--- src/rtl/ues_pkg.sv ---
// Constants and carrier types of the event-status block.
// Assumes one 250 MHz clock; all event sources sit on that clock.
package ues_pkg;
   // ----------------------------------------
   // Register indices (byte address = 4 * index)
   // ----------------------------------------
   localparam logic [7:0] IDX_MAIN_STATUS = 8'h80;
   localparam logic [7:0] IDX_SIE_STATUS = 8'h82;
   localparam logic [7:0] IDX_FIFO_STATUS = 8'h84;
   localparam logic [7:0] IDX_BULK_STATUS = 8'h85;
   localparam logic [7:0] IDX_EP0_STATUS = 8'h87;
   localparam logic [7:0] IDX_SIE_ENABLE = 8'h90;
   localparam logic [7:0] IDX_FIFO_ENABLE = 8'h91;
   localparam logic [7:0] IDX_BULK_ENABLE = 8'h92;
   localparam logic [7:0] IDX_EP0_ENABLE = 8'h93;
   localparam logic [7:0] IDX_DEV_ADDRESS = 8'h94;
   localparam logic [7:0] IDX_NEGOTIATION = 8'h95;
   localparam logic [7:0] IDX_LINK_STATUS = 8'h96;
   localparam logic [7:0] IDX_WATCH_SELECT = 8'h97;
   // ----------------------------------------
   // Field positions
   // ----------------------------------------
   localparam int SIE_ADDR_DONE = 0;
   localparam int SIE_RESTORE_DONE = 1;
   localparam int SIE_HS_DONE = 2;
   localparam int FIFO_EMPTY = 0;
   localparam int FIFO_FULL = 1;
   localparam int FIFO_HAS_DATA = 2;
   localparam int FIFO_DMA0_DONE = 4;
   localparam int FIFO_DMA1_DONE = 5;
   localparam int BULK_CSW_FAULT = 2;
   localparam int BULK_CSW_DONE = 3;
   localparam int BULK_CBW_FAULT = 5;
   localparam int BULK_CBW_SIZE = 6;
   localparam int BULK_CBW_DONE = 7;
   localparam int MAIN_EP0 = 1;
   localparam int MAIN_FIFO = 2;
   localparam int MAIN_BULK = 4;
   localparam int MAIN_SIE = 5;
   localparam int NEGO_HS_START = 0;
   localparam int NEGO_RESTORE_START = 1;
   // ----------------------------------------
   // Masks, sizes, reset values
   // ----------------------------------------
   localparam logic [7:0] SIE_MASK = 8'h07;
   localparam logic [7:0] FIFO_MASK = 8'h37;
   localparam logic [7:0] BULK_MASK = 8'hEC;
   localparam logic [7:0] EP0_MASK = 8'h7F;
   localparam logic [7:0] STATUS_RESET = 8'h00;
   localparam logic [9:0] CBW_BYTES = 10'd31;
   localparam logic [1:0] RESP_OKAY = 2'b00;
   localparam logic [1:0] RESP_SLVERR = 2'b10;
   localparam int NUM_EP = 9;
   // ----------------------------------------
   // Event carriers (one-cycle pulses unless noted)
   // ----------------------------------------
   typedef struct packed {
      logic hs_done;          // Chirp handshake finished
      logic hs_high;          // Level: handshake result, 1 = high speed
      logic restore_done;
      logic suspend_enter;    // Suspend seen; speed to be saved
      logic setup_rcvd;
      logic setup_is_set_address;
      logic [6:0] setup_address;
      logic control_status_done;
   } ues_link_ev_t;
   typedef struct packed {
      logic [1:0] dma_done;
      logic [1:0] dma_dir_in;        // Level per channel
      logic [1:0] dma_fifo_empty;    // Level per channel
      logic [NUM_EP-1:0] ep_empty;   // Level per endpoint
      logic [NUM_EP-1:0] ep_full;    // Level per endpoint
   } ues_fifo_ev_t;
   typedef struct packed {
      logic cbw_rx;
      logic [9:0] cbw_len;
      logic cbw_rx_err;
      logic csw_tx;
      logic csw_acked;
   } ues_bulk_ev_t;
   typedef struct packed {
      logic in_ack;
      logic out_ack;
      logic out_short;
      logic in_nak;
      logic out_nak;      // OUT or PING answered NAK
      logic in_stall;
      logic in_pkt_err;
      logic in_timeout;
      logic out_stall;
      logic out_pkt_err;
   } ues_ep0_ev_t;
endpackage : ues_pkg

--- src/rtl/ues_event_status.sv ---
// Event-status registers of a USB device controller behind an AXI4-Lite slave.
// Assumes event sources run on aclk and deliver one-cycle pulses.
// Functional notes
// RULE_01: Chirp handshake finish sets SIE bit 2; result speed readable.
// RULE_02: Restore procedure finish sets SIE bit 1.
// RULE_03: Restore finish returns speed mode to value before suspend.
// RULE_04: SetAddress setup handled in hardware; no setup event to firmware.
// RULE_05: SetAddress status stage done sets SIE bit 0 and loads address.
// RULE_06: In 60 MHz active state SIE bits readable but not clearable.
// RULE_07: Firmware clears SIE bits then disables enables before leaving active.
// RULE_08: Firmware clears SIE bits before enabling them on entering active.
// RULE_09: FIFO, bulk, endpoint-0 status: write one clears, zero keeps.
// RULE_10: DMA done sets: IN after FIFO empties, OUT at transfer end.
// RULE_11: FIFO empty/full/has-data set only for watched endpoints.
// RULE_12: Error-free 31-byte command wrapper sets bulk bit 7.
// RULE_13: Command wrapper of length other than 31 sets bulk bit 6.
// RULE_14: Command wrapper transaction error sets bulk bit 5.
// RULE_15: Status wrapper sent and acknowledged sets bulk bit 3.
// RULE_16: Status wrapper not acknowledged sets bulk bit 2.
// RULE_17: Short OUT packet acked sets bit 6 with OUT-ack bit.
// RULE_18: Host ACK for IN sets endpoint-0 bit 5.
// RULE_19: Device ACK for OUT sets endpoint-0 bit 4.
// RULE_20: IN NAK sets bit 3; OUT or PING NAK sets bit 2.
// RULE_21: IN stall/error/timeout sets bit 1; OUT stall/error sets bit 0.
// RULE_22: Summary bit reads one when group has an enabled set factor.
// RULE_23: Status stays until cleared; set wins over same-cycle clear.
`timescale 1ns/10ps
module ues_event_status (
   input wire logic aclk,
   input wire logic aresetn,
   input wire logic [11:0] s_axi_awaddr,
   input wire logic s_axi_awvalid,
   output logic s_axi_awready,
   input wire logic [31:0] s_axi_wdata,
   input wire logic [3:0] s_axi_wstrb,
   input wire logic s_axi_wvalid,
   output logic s_axi_wready,
   output logic [1:0] s_axi_bresp,
   output logic s_axi_bvalid,
   input wire logic s_axi_bready,
   input wire logic [11:0] s_axi_araddr,
   input wire logic s_axi_arvalid,
   output logic s_axi_arready,
   output logic [31:0] s_axi_rdata,
   output logic [1:0] s_axi_rresp,
   output logic s_axi_rvalid,
   input wire logic s_axi_rready,
   input wire logic active_60mhz_state,
   input wire ues_pkg::ues_link_ev_t link_ev,
   input wire ues_pkg::ues_fifo_ev_t fifo_ev,
   input wire ues_pkg::ues_bulk_ev_t bulk_ev,
   input wire ues_pkg::ues_ep0_ev_t ep0_ev,
   output logic hs_handshake_start,
   output logic resume_restore_start,
   output logic setup_event,
   output logic speed_mode_flag,
   output logic [6:0] device_address
);
   // ----------------------------------------
   // Bus write side
   // ----------------------------------------
   logic aw_hold_q;
   logic w_hold_q;
   logic aw_hi_q;
   logic [7:0] aw_idx_q;
   logic [7:0] wdata_q;
   logic wlane_q;
   logic bvalid_q;
   logic [1:0] bresp_q;
   logic [7:0] sie_q, fifo_q, bulk_q, ep0_q;
   logic [7:0] sie_en_q, fifo_en_q, bulk_en_q, ep0_en_q;
   logic [6:0] addr_q, pend_addr_q;
   logic pend_q, speed_q, saved_speed_q, hs_start_q, restore_start_q, setup_q;
   logic [1:0] dma_wait_q;
   logic [ues_pkg::NUM_EP-1:0] watch_q;
   wire do_wr = aw_hold_q && w_hold_q && !bvalid_q;
   wire wr_ok = do_wr && wlane_q;
   wire hit_sie = wr_ok && aw_idx_q == ues_pkg::IDX_SIE_STATUS;
   wire hit_fifo = wr_ok && aw_idx_q == ues_pkg::IDX_FIFO_STATUS;
   wire hit_bulk = wr_ok && aw_idx_q == ues_pkg::IDX_BULK_STATUS;
   wire hit_ep0 = wr_ok && aw_idx_q == ues_pkg::IDX_EP0_STATUS;
   wire hit_nego = wr_ok && aw_idx_q == ues_pkg::IDX_NEGOTIATION;
   wire wr_mapped = (aw_idx_q == ues_pkg::IDX_MAIN_STATUS)
      || (aw_idx_q == ues_pkg::IDX_SIE_STATUS) || (aw_idx_q == ues_pkg::IDX_FIFO_STATUS)
      || (aw_idx_q == ues_pkg::IDX_BULK_STATUS) || (aw_idx_q == ues_pkg::IDX_EP0_STATUS)
      || (aw_idx_q >= ues_pkg::IDX_SIE_ENABLE && aw_idx_q <= ues_pkg::IDX_WATCH_SELECT);
   assign s_axi_awready = !aw_hold_q;
   assign s_axi_wready = !w_hold_q;
   assign s_axi_bvalid = bvalid_q;
   assign s_axi_bresp = bresp_q;

   always_ff @(posedge aclk) begin
      if (!aresetn) begin
         aw_hold_q <= 1'b0;
         w_hold_q <= 1'b0;
         aw_idx_q <= 8'h00;
         aw_hi_q <= 1'b0;
         wdata_q <= 8'h00;
         wlane_q <= 1'b0;
         bvalid_q <= 1'b0;
         bresp_q <= ues_pkg::RESP_OKAY;
      end else begin
         if (s_axi_awvalid && !aw_hold_q) begin
            aw_hold_q <= 1'b1;
            aw_idx_q <= s_axi_awaddr[9:2];
            aw_hi_q <= |s_axi_awaddr[11:10];
         end
         if (s_axi_wvalid && !w_hold_q) begin
            w_hold_q <= 1'b1;
            wdata_q <= s_axi_wdata[7:0];
            wlane_q <= s_axi_wstrb[0];
         end
         if (do_wr) begin
            aw_hold_q <= 1'b0;
            w_hold_q <= 1'b0;
            bvalid_q <= 1'b1;
            bresp_q <= (wr_mapped && !aw_hi_q) ? ues_pkg::RESP_OKAY
               : ues_pkg::RESP_SLVERR;
         end else if (s_axi_bready) begin
            bvalid_q <= 1'b0;
         end
      end
   end

   // ----------------------------------------
   // Event decode
   // ----------------------------------------
   // Clear masks; SIE bits are frozen against writes in the 60 MHz state
   wire [7:0] clr_sie = (hit_sie && !active_60mhz_state) ? wdata_q : 8'h00; // [RULE_06]
   wire [7:0] clr_fifo = hit_fifo ? wdata_q : 8'h00; // [RULE_09]
   wire [7:0] clr_bulk = hit_bulk ? wdata_q : 8'h00; // [RULE_09]
   wire [7:0] clr_ep0 = hit_ep0 ? wdata_q : 8'h00; // [RULE_09]
   wire addr_done = link_ev.control_status_done && pend_q;
   wire [7:0] set_sie = {5'b00000, link_ev.hs_done, link_ev.restore_done, addr_done};
   wire [1:0] dma_set = (fifo_ev.dma_done & ~fifo_ev.dma_dir_in) // [RULE_10]
      | (dma_wait_q & fifo_ev.dma_fifo_empty);
   wire watch_empty = |(watch_q & fifo_ev.ep_empty); // [RULE_11]
   wire watch_full = |(watch_q & fifo_ev.ep_full); // [RULE_11]
   wire watch_has = |(watch_q & ~fifo_ev.ep_empty); // [RULE_11]
   wire [7:0] set_fifo = {2'b00, dma_set, 1'b0, watch_has, watch_full, watch_empty};
   wire cbw_good = bulk_ev.cbw_rx && !bulk_ev.cbw_rx_err && bulk_ev.cbw_len == ues_pkg::CBW_BYTES;
   wire cbw_size = bulk_ev.cbw_rx && bulk_ev.cbw_len != ues_pkg::CBW_BYTES; // [RULE_13]
   wire cbw_fault = bulk_ev.cbw_rx && bulk_ev.cbw_rx_err; // [RULE_14]
   wire csw_good = bulk_ev.csw_tx && bulk_ev.csw_acked; // [RULE_15]
   wire csw_fault = bulk_ev.csw_tx && !bulk_ev.csw_acked; // [RULE_16]
   wire [7:0] set_bulk = {cbw_good, cbw_size, cbw_fault, 1'b0, csw_good, csw_fault, 2'b00};
   wire [7:0] set_ep0 = {1'b0,
      ep0_ev.out_ack && ep0_ev.out_short, // [RULE_17]
      ep0_ev.in_ack, // [RULE_18]
      ep0_ev.out_ack, // [RULE_19]
      ep0_ev.in_nak, ep0_ev.out_nak, // [RULE_20]
      ep0_ev.in_stall || ep0_ev.in_pkt_err || ep0_ev.in_timeout, // [RULE_21]
      ep0_ev.out_stall || ep0_ev.out_pkt_err}; // [RULE_21]

   // Set wins over a clear landing in the same cycle
   wire [7:0] sie_d = ((sie_q & ~clr_sie) | set_sie) & ues_pkg::SIE_MASK; // [RULE_23]
   wire [7:0] fifo_d = ((fifo_q & ~clr_fifo) | set_fifo) & ues_pkg::FIFO_MASK; // [RULE_23]
   wire [7:0] bulk_d = ((bulk_q & ~clr_bulk) | set_bulk) & ues_pkg::BULK_MASK; // [RULE_23]
   wire [7:0] ep0_d = ((ep0_q & ~clr_ep0) | set_ep0) & ues_pkg::EP0_MASK; // [RULE_23]

   // ----------------------------------------
   // Status and control registers
   // ----------------------------------------
   always_ff @(posedge aclk) begin
      if (!aresetn) begin
         sie_q <= ues_pkg::STATUS_RESET;
         fifo_q <= ues_pkg::STATUS_RESET;
         bulk_q <= ues_pkg::STATUS_RESET;
         ep0_q <= ues_pkg::STATUS_RESET;
      end else begin
         sie_q <= sie_d; // [RULE_01] [RULE_02] [RULE_05]
         fifo_q <= fifo_d;
         bulk_q <= bulk_d; // [RULE_12]
         ep0_q <= ep0_d;
      end
   end

   always_ff @(posedge aclk) begin
      if (!aresetn) begin
         sie_en_q <= 8'h00;
         fifo_en_q <= 8'h00;
         bulk_en_q <= 8'h00;
         ep0_en_q <= 8'h00;
         watch_q <= '0;
      end else if (wr_ok) begin
         if (aw_idx_q == ues_pkg::IDX_SIE_ENABLE) sie_en_q <= wdata_q & ues_pkg::SIE_MASK;
         if (aw_idx_q == ues_pkg::IDX_FIFO_ENABLE) fifo_en_q <= wdata_q & ues_pkg::FIFO_MASK;
         if (aw_idx_q == ues_pkg::IDX_BULK_ENABLE) bulk_en_q <= wdata_q & ues_pkg::BULK_MASK;
         if (aw_idx_q == ues_pkg::IDX_EP0_ENABLE) ep0_en_q <= wdata_q & ues_pkg::EP0_MASK;
         if (aw_idx_q == ues_pkg::IDX_WATCH_SELECT) watch_q <= {1'b0, wdata_q};
      end
   end

   // Watch select is 9 bits; a write loads bit 8 with zero
   // Limitation: only endpoints 0..7 reachable through the low lane
   always_ff @(posedge aclk) begin
      if (!aresetn) begin
         hs_start_q <= 1'b0;
         restore_start_q <= 1'b0;
         setup_q <= 1'b0;
      end else begin
         hs_start_q <= hit_nego && wdata_q[ues_pkg::NEGO_HS_START];
         restore_start_q <= hit_nego && wdata_q[ues_pkg::NEGO_RESTORE_START];
         setup_q <= link_ev.setup_rcvd && !link_ev.setup_is_set_address; // [RULE_04]
      end
   end

   // Auto address: hold the new address until the status stage ends
   always_ff @(posedge aclk) begin
      if (!aresetn) begin
         pend_q <= 1'b0;
         pend_addr_q <= 7'h00;
         addr_q <= 7'h00;
      end else if (link_ev.setup_rcvd && link_ev.setup_is_set_address) begin
         pend_q <= 1'b1; // [RULE_04]
         pend_addr_q <= link_ev.setup_address;
      end else if (addr_done) begin
         pend_q <= 1'b0;
         addr_q <= pend_addr_q; // [RULE_05]
      end
   end

   always_ff @(posedge aclk) begin
      if (!aresetn) begin
         speed_q <= 1'b0;
         saved_speed_q <= 1'b0;
      end else begin
         if (link_ev.suspend_enter) saved_speed_q <= speed_q;
         if (link_ev.hs_done) speed_q <= link_ev.hs_high; // [RULE_01]
         else if (link_ev.restore_done) speed_q <= saved_speed_q; // [RULE_03]
      end
   end

   // IN channels wait for the FIFO to drain before reporting
   always_ff @(posedge aclk) begin
      if (!aresetn) begin
         dma_wait_q <= 2'b00;
      end else begin
         dma_wait_q <= (dma_wait_q & ~fifo_ev.dma_fifo_empty)
            | (fifo_ev.dma_done & fifo_ev.dma_dir_in); // [RULE_10]
      end
   end

   // ----------------------------------------
   // Read side
   // ----------------------------------------
   wire [7:0] main_sum = {2'b00, |(sie_q & sie_en_q), |(bulk_q & bulk_en_q), 1'b0,
      |(fifo_q & fifo_en_q), |(ep0_q & ep0_en_q), 1'b0}; // [RULE_22]
   wire [7:0] ar_idx = s_axi_araddr[9:2];
   wire rd_mapped = s_axi_araddr[11:10] == 2'b00 && ((ar_idx == ues_pkg::IDX_MAIN_STATUS)
      || (ar_idx == ues_pkg::IDX_SIE_STATUS) || (ar_idx == ues_pkg::IDX_FIFO_STATUS)
      || (ar_idx == ues_pkg::IDX_BULK_STATUS) || (ar_idx == ues_pkg::IDX_EP0_STATUS)
      || (ar_idx >= ues_pkg::IDX_SIE_ENABLE && ar_idx <= ues_pkg::IDX_WATCH_SELECT));
   wire [8:0] rd_mux =
      (ar_idx == ues_pkg::IDX_MAIN_STATUS) ? {1'b0, main_sum} :
      (ar_idx == ues_pkg::IDX_SIE_STATUS) ? {1'b0, sie_q} :
      (ar_idx == ues_pkg::IDX_FIFO_STATUS) ? {1'b0, fifo_q} :
      (ar_idx == ues_pkg::IDX_BULK_STATUS) ? {1'b0, bulk_q} :
      (ar_idx == ues_pkg::IDX_EP0_STATUS) ? {1'b0, ep0_q} :
      (ar_idx == ues_pkg::IDX_SIE_ENABLE) ? {1'b0, sie_en_q} :
      (ar_idx == ues_pkg::IDX_FIFO_ENABLE) ? {1'b0, fifo_en_q} :
      (ar_idx == ues_pkg::IDX_BULK_ENABLE) ? {1'b0, bulk_en_q} :
      (ar_idx == ues_pkg::IDX_EP0_ENABLE) ? {1'b0, ep0_en_q} :
      (ar_idx == ues_pkg::IDX_DEV_ADDRESS) ? {2'b00, addr_q} :
      (ar_idx == ues_pkg::IDX_LINK_STATUS) ? {8'h00, speed_q} :
      (ar_idx == ues_pkg::IDX_WATCH_SELECT) ? watch_q : 9'h000;
   logic rvalid_q;
   logic [31:0] rdata_q;
   logic [1:0] rresp_q;
   assign s_axi_arready = !rvalid_q;
   assign s_axi_rvalid = rvalid_q;
   assign s_axi_rdata = rdata_q;
   assign s_axi_rresp = rresp_q;

   always_ff @(posedge aclk) begin
      if (!aresetn) begin
         rvalid_q <= 1'b0;
         rdata_q <= 32'h0000_0000;
         rresp_q <= ues_pkg::RESP_OKAY;
      end else if (s_axi_arvalid && !rvalid_q) begin
         rvalid_q <= 1'b1;
         rdata_q <= {23'h00_0000, rd_mux};
         rresp_q <= rd_mapped ? ues_pkg::RESP_OKAY : ues_pkg::RESP_SLVERR;
      end else if (s_axi_rready) begin
         rvalid_q <= 1'b0;
      end
   end

   assign hs_handshake_start = hs_start_q;
   assign resume_restore_start = restore_start_q;
   assign setup_event = setup_q;
   assign speed_mode_flag = speed_q;
   assign device_address = addr_q;
endmodule : ues_event_status

--- config.mk ---
export PLATFORM = sky130hd
export DESIGN_NAME = ues_event_status
export DESIGN_NICKNAME = d
export VERILOG_FILES = /design/src/rtl/ues_pkg.sv /design/src/rtl/ues_event_status.sv
export SDC_FILE = /design/constraint.sdc
export NUM_CORES = 1
export LEC_CHECK = 0
export ABC_CLOCK_PERIOD_IN_PS = 2450
export BUFFER_PORTS_ARGS = -buffer_cell sky130_fd_sc_hd__buf_2
export CORE_ASPECT_RATIO = 1.1
export CORE_MARGIN = 1.5
export CORE_UTILIZATION = 50
export CTS_CLUSTER_SIZE = 12
export DETAILED_ROUTE_END_ITERATION = 8
export MAX_ROUTING_LAYER = met4
export PLACE_DENSITY = 0.77
export SLEW_MARGIN = 20
export SYNTH_ARGS = -nofsm -noshare
export SYNTH_HDL_FRONTEND = slang
export SYNTH_SLANG_ARGS = --single-unit
--- constraint.sdc ---
create_clock -name aclk -period 2.45 [get_ports aclk]
set_clock_uncertainty 0.15 [all_clocks]
set_input_delay 0.3675 -clock aclk [delete_from_list [all_inputs] [get_ports aclk]]
set_output_delay 0.3675 -clock aclk [all_outputs]
set_load 0.05 [all_outputs]
Yosys cells after proc, flatten, opt, wreduce, memory -nomap -nowiden --
Index checks and enable logic that the tools add are counted.
Storage, ports and cells: input port bits 130, word-level logic and storage cells 185, bits in registers 108, output and inout bits 52
Cells by class: magnitude comparators 4, reduce and logical (&&, ||, !) cells 70, eq/ne operators 25, muxes and demuxes 26, bitwise logic cells 30
Operator list (count):
- $eq A8 B8 Y1 const B | 23
- $mux W8 | 13
- $reduce_or A8 Y1 | 4
- $logic_and A1 B1 Y1 | 28
- $and A8 B9 Y9 | 3
- $reduce_or A9 Y1 | 3
- $and A8 B8 Y8 | 2
- $ge A8 B8 Y1 const B | 2
- $le A8 B8 Y1 const B | 2
- $and A7 B7 Y7 | 2
- $logic_or A1 B1 Y1 | 13
- $and A6 B6 Y6 | 2
- $reduce_and A2 Y1 | 6
- $eq A10 B5 Y1 const B | 1
- $ne A10 B5 Y1 const B | 1
- $logic_not A1 Y1 | 9
- $not A9 Y9 | 1
- $and A2 B2 Y2 | 4
- $mux W1 | 8
- $not A8 Y8 | 1
- $or A8 B8 Y8 | 1
- $reduce_bool A2 Y1 | 4
- $mux W7 | 1
- $not A7 Y7 | 1
- other kinds (14) | 20

Logic depth before layout (Yosys ltp) --
depth after elaboration 13, gate-level depth with buffers 7, depth with buffers taken out 5

Least setup slack after synthesis --
Ideal clock, no wire load.
kind register -> register, from register bvalid_q, in the netlist s_axi_bvalid, to register bulk_q[3], path buffers 1, clock period less this slack 2.227 ns, slack 0.223 ns, data arrival time 1.945 ns, library setup time 0.132 ns, cell stages (with the launch flop) 7, required time 2.168 ns, cell sequence dfxtp_1 nand4b_2 or3b_2 buf_2 or2_2 o21ai_0 a21oi_1
Between the ends: cells in the longest elaborated chain, start to end 8
RTL lines:
- start: declaration | RTL line ues_event_status.sv:68 | logic bvalid_q;
- start signal: assignment | RTL line ues_event_status.sv:100 | bvalid_q <= 1'b0;
- start signal: assignment | RTL line ues_event_status.sv:116 | bvalid_q <= 1'b1;
- start signal: assignment | RTL line ues_event_status.sv:120 | bvalid_q <= 1'b0;
- $logic_not A1 Y1 | RTL line ues_event_status.sv:76 | wire do_wr = aw_hold_q && w_hold_q && !bvalid_q;
- $logic_and A1 B1 Y1 | RTL line ues_event_status.sv:76
- $logic_and A1 B1 Y1 | RTL line ues_event_status.sv:77 | wire wr_ok = do_wr && wlane_q;
- $logic_and A1 B1 Y1 | RTL line ues_event_status.sv:80 | wire hit_bulk = wr_ok && aw_idx_q == ues_pkg::IDX_BULK_STATUS;
- $mux W8 | RTL line ues_event_status.sv:131 | wire [7:0] clr_bulk = hit_bulk ? wdata_q : 8'h00;
- $not A8 Y8 | RTL line ues_event_status.sv:158 | wire [7:0] bulk_d = ((bulk_q & ~clr_bulk) | set_bulk) & ues_pkg::BULK_MASK;
- $and A8 B8 Y8 | RTL line ues_event_status.sv:158
- $or A8 B8 Y8 | RTL line ues_event_status.sv:158
- end signal: assignment | RTL line ues_event_status.sv:168 | bulk_q <= ues_pkg::STATUS_RESET;
- end signal: assignment | RTL line ues_event_status.sv:173 | bulk_q <= bulk_d;
- end: declaration | RTL line ues_event_status.sv:70 | logic [7:0] sie_q, fifo_q, bulk_q, ep0_q;
No other way between the ends. A chain may end at the register's enable or synchronous reset.

Worst setup path in the final report --
from register aw_idx_q[5], to register fifo_q[2]
Between the ends: cells in the longest elaborated chain, start to end 6
RTL lines:
- start: declaration | RTL line ues_event_status.sv:65 | logic [7:0] aw_idx_q;
- start signal: assignment | RTL line ues_event_status.sv:105 | aw_idx_q <= s_axi_awaddr[9:2];
- $eq A8 B8 Y1 | RTL line ues_event_status.sv:79 | wire hit_fifo = wr_ok && aw_idx_q == ues_pkg::IDX_FIFO_STATUS;
- $logic_and A1 B1 Y1 | RTL line ues_event_status.sv:79
- $mux W6 | RTL line ues_event_status.sv:130 | wire [7:0] clr_fifo = hit_fifo ? wdata_q : 8'h00;
- $not A6 Y6 | RTL line ues_event_status.sv:157 | wire [7:0] fifo_d = ((fifo_q & ~clr_fifo) | set_fifo) & ues_pkg::FIFO_MASK;
- $and A6 B6 Y6 | RTL line ues_event_status.sv:157
- $or A6 B6 Y6 | RTL line ues_event_status.sv:157
- end signal: assignment | RTL line ues_event_status.sv:167 | fifo_q <= ues_pkg::STATUS_RESET;
- end signal: assignment | RTL line ues_event_status.sv:172 | fifo_q <= fifo_d;
- end: declaration | RTL line ues_event_status.sv:70
No other way between the ends.

==> results.tsv <==
stage	metric	value	unit
outcome	outcome	completed	
clocking	cts_resized	0	
synthesis	ys_seq_area_frac	0.394	
finish	diodes	0	
hold_path	hold_class	in2reg	
clocking	cts_setup_buffers	0	
grt	met2_usage	0.500	
clocking	numCtsBuffers	9	
power_and_ir_drop	leakagePower	2.49	nW
power_and_ir_drop	p_int	2.37	mW
synthesis	ys_types	74	
clocking	root_buffer	clkbuf_8	
critical_path	required	2.57	ns
synthesis	syn_area	5180	um2
clocking	htreeDepth	3	
sta	final_hold_viol_count	0	
critical_path	crit_end	fifo_q[2]	
sta	tightest_slew	0.652	ns
sta	min_period_over_period	0.917	
grt	grt_pass1_vias	4906	
placed_design	dp_hpwl	12800	um
finish	final_core_util	0.614	
critical_path	endpoint_kind	flop	
drt	vias_per_cell	5.87	
grt	grt.total_usage	0.310	
critical_path	worstReg2RegStart	aw_idx_q[5]	
grt	use_met1	0.370	
sta	fmax	445	MHz
finish	drive_gt1_frac	0.242	
critical_path	start_kind	flop	
placed_design	placed_cells	868	
critical_path	crit_path_max_fanout	5	
sta	fin_setup_tns	0	ns
sta	holdWs	0.0155	ns
grt	grt_pass1_wl	25100	um
drt	drtIter0Drc	308	
synthesis	synth-async-reset-ratio	0	
floorplanning	initial_core_util	0.519	
power_and_ir_drop	swShare	0.304	
floorplanning	dieArea	11000	um2
synthesis	ys_ff_latch	102	
critical_path	crit_path_start	aw_idx_q[5]	
placed_design	io_buffer_count	122	
grt	busiest_layer	met2	
clocking	cts.sinks	102	
flow_run	max_cap_violations	0	
synthesis	syn-instance-count	635	
finish	finalNonFillerCells	884	
finish	syn_to_final_growth	18.3	%
floorplanning	die_w	100	um
critical_path	path_class	reg2reg	
critical_path	crit_arrival	2.37	ns
clocking	insertion_delay	0.38	ns
sta	rsz0062_at_grt	false	
drt	finalWirelength	16200	um
clocking	clk_path_buf_depth	2	
drt	ant_nets	0	
critical_path	ff2ff_path_depth	5	
synthesis	synth_ff_type	dfxtp_1	
power_and_ir_drop	p_per_area	555	nW/um2
critical_path	reg2reg_slack	0.20	ns
floorplanning	ios	182	
grt	use_met3	0.0566	
synthesis	synth_edf_count	0	
placed_design	routabilityCongestion	0.957	
grt	antenna_found_initial	0	
power_and_ir_drop	p_seq_frac	0.524	
sta	setup_violations	0	
clocking	clk_pin_slew	0.10	ns
synthesis	avgSynthCellArea	8.16	um2
floorplanning	fp.dieH	110	um
grt	grt_max_degree	30	
drt	dr.pass1.iters	5	
drt	vias	5185	
finish	fin_nets	889	
critical_path	r2r-end	fifo_q[2]	
grt	grt_overflow	0	
synthesis	ys_warn_count	0	
floorplanning	rows	38	
clocking	postCtsHoldBufs	0	
floorplanning	fp.coreArea	9980	um2
drt	drc	0	
sta	max-slew-margin-rel	0.564	
drt	routedWlPerCell	18.3	um
sta	period_needed	2.25	ns
sta	drv_slew	0	
power_and_ir_drop	power_frac_comb	0.150	
clocking	cts_tree	done	
power_and_ir_drop	p_sw	1.03	mW
power_and_ir_drop	irDropWorstVdd	429	uV
power_and_ir_drop	p_clk_frac	0.326	
layer usage:
metal,share of wire,vias up
met3,0.059,50
met4,0.045,0
met2,0.48,228
li1,-,2478
met1,0.42,2429
met5,0,-
layout make-up:
type,instances,area [um2]
Clock buffer,9,124
Clock inverter,7,82.6
Fill cell,940,3850
Inverter,24,90.1
Multi-Input combinational cell,471,2800
Sequential cell,102,2040
Tap cell,120,150
Timing Repair Buffer,151,841
critical path, cell delays in order (launching register included):
cell	delay [ns]
dfxtp_1	0.34
or3b_1	0.38
or3_4	0.42
nor4_4	0.36
a21boi_1	0.17
o41a_1	0.33
stage by stage:
stage / power, mW / area [um2] / setup WS [ns]
finish: 3.40 / 6130 / 0.203
global route: 3.54 / 6130 / 0.141
CTS: 3.42 / 6130 / 0.223
detailed placement: 2.33 / 5920 / 0.0895
global placement: 2.32 / 5920 / 0.120
floorplan: 2.16 / 5280 / 0.223
how the worst min path moves through the flow:
stage	endpoint	startpoint	cells after the start
6_report	s_axi_rvalid	s_axi_rready	2
5_1_grt	s_axi_rvalid	s_axi_rready	2
4_1_cts	s_axi_rvalid	s_axi_rready	2
3_5_place_dp	pend_addr_q[6]	pend_addr_q[6]	2
3_3_place_gp	pend_addr_q[4]	pend_addr_q[4]	2
2_1_floorplan	pend_addr_q[0]	pend_addr_q[0]	2
placed cells by master (no fill, tap or decap), types with 10 or more instances in the layout:
| master | synthesis | final |
|---|---|---|
| buf_2 | 7 | 122 |
| dfxtp_1 | 102 | 102 |
| nand2_1 | 81 | 81 |
| a21oi_1 | 62 | 62 |
| nor2_1 | 48 | 48 |
| o21ai_0 | 36 | 36 |
| buf_4 | 26 | 28 |
| conb_1 | 1 | 26 |
| mux2i_1 | 25 | 25 |
| inv_1 | 24 | 23 |
| nand3_1 | 21 | 21 |
| o21a_1 | 14 | 14 |
| a21boi_0 | 13 | 13 |
| nor3_1 | 10 | 10 |
synth_stat cells (3+ instances only):
| master | number | area [um2] |
|---|---|---|
| a21boi_0 | 13 | 97.6 |
| o22ai_1 | 5 | 31.3 |
| and2_1 | 6 | 37.5 |
| clkbuf_1 | 28 | 105 |
| nand3_1 | 21 | 105 |
| o21a_1 | 14 | 105 |
| a222oi_1 | 4 | 40.0 |
| nor2b_1 | 9 | 56.3 |
| o31ai_1 | 4 | 30.0 |
| nor3b_1 | 3 | 22.5 |
| nand4_1 | 8 | 50.1 |
| nor4b_1 | 3 | 26.3 |
| nor4_1 | 4 | 25.0 |
| dfxtp_1 | 102 | 2040 |
| mux2i_1 | 25 | 250 |
| and3_1 | 4 | 25.0 |
| a221o_1 | 3 | 30.0 |
| a22o_1 | 6 | 52.6 |
| nor3_1 | 10 | 50.1 |
| nand2b_1 | 7 | 43.8 |
| buf_4 | 26 | 195 |
| or4_1 | 4 | 30.0 |
| a31oi_1 | 3 | 18.8 |
| a21oi_1 | 62 | 310 |
| nand2_1 | 81 | 304 |
| nor2_1 | 48 | 180 |
| o21ai_0 | 36 | 180 |
| a22oi_1 | 9 | 67.6 |
| buf_2 | 7 | 35.0 |
| inv_1 | 24 | 90.1 |
power by group through the flow:
stage	clock network, mW	logic, mW	registers, mW
4_1_cts	1.13	0.509	1.78
6_report	1.11	0.512	1.78
2_1_floorplan	0	0.343	1.82
5_1_grt	1.20	0.555	1.79
3_5_place_dp	0	0.508	1.82
3_3_place_gp	0	0.500	1.82
logic make-up after synthesis:
logic type	Yosys count	share of synthesized area
compound gates	189	0.239
buf+inv	87	0.0835
flops	102	0.394
mux	27	0.0548
other cells	1	0.000724
simple gates	229	0.228
flip-flops by register name (all words and copies together) (netlist names), 7 cells and up:
name,cells
ep0_q,7
pend_addr_q,7
watch_q,8
aw_idx_q,8
ep0_en_q,7
wdata_q,8
s_axi_rdata,8
device_address,7
Power figures use the tool's default switching activity.
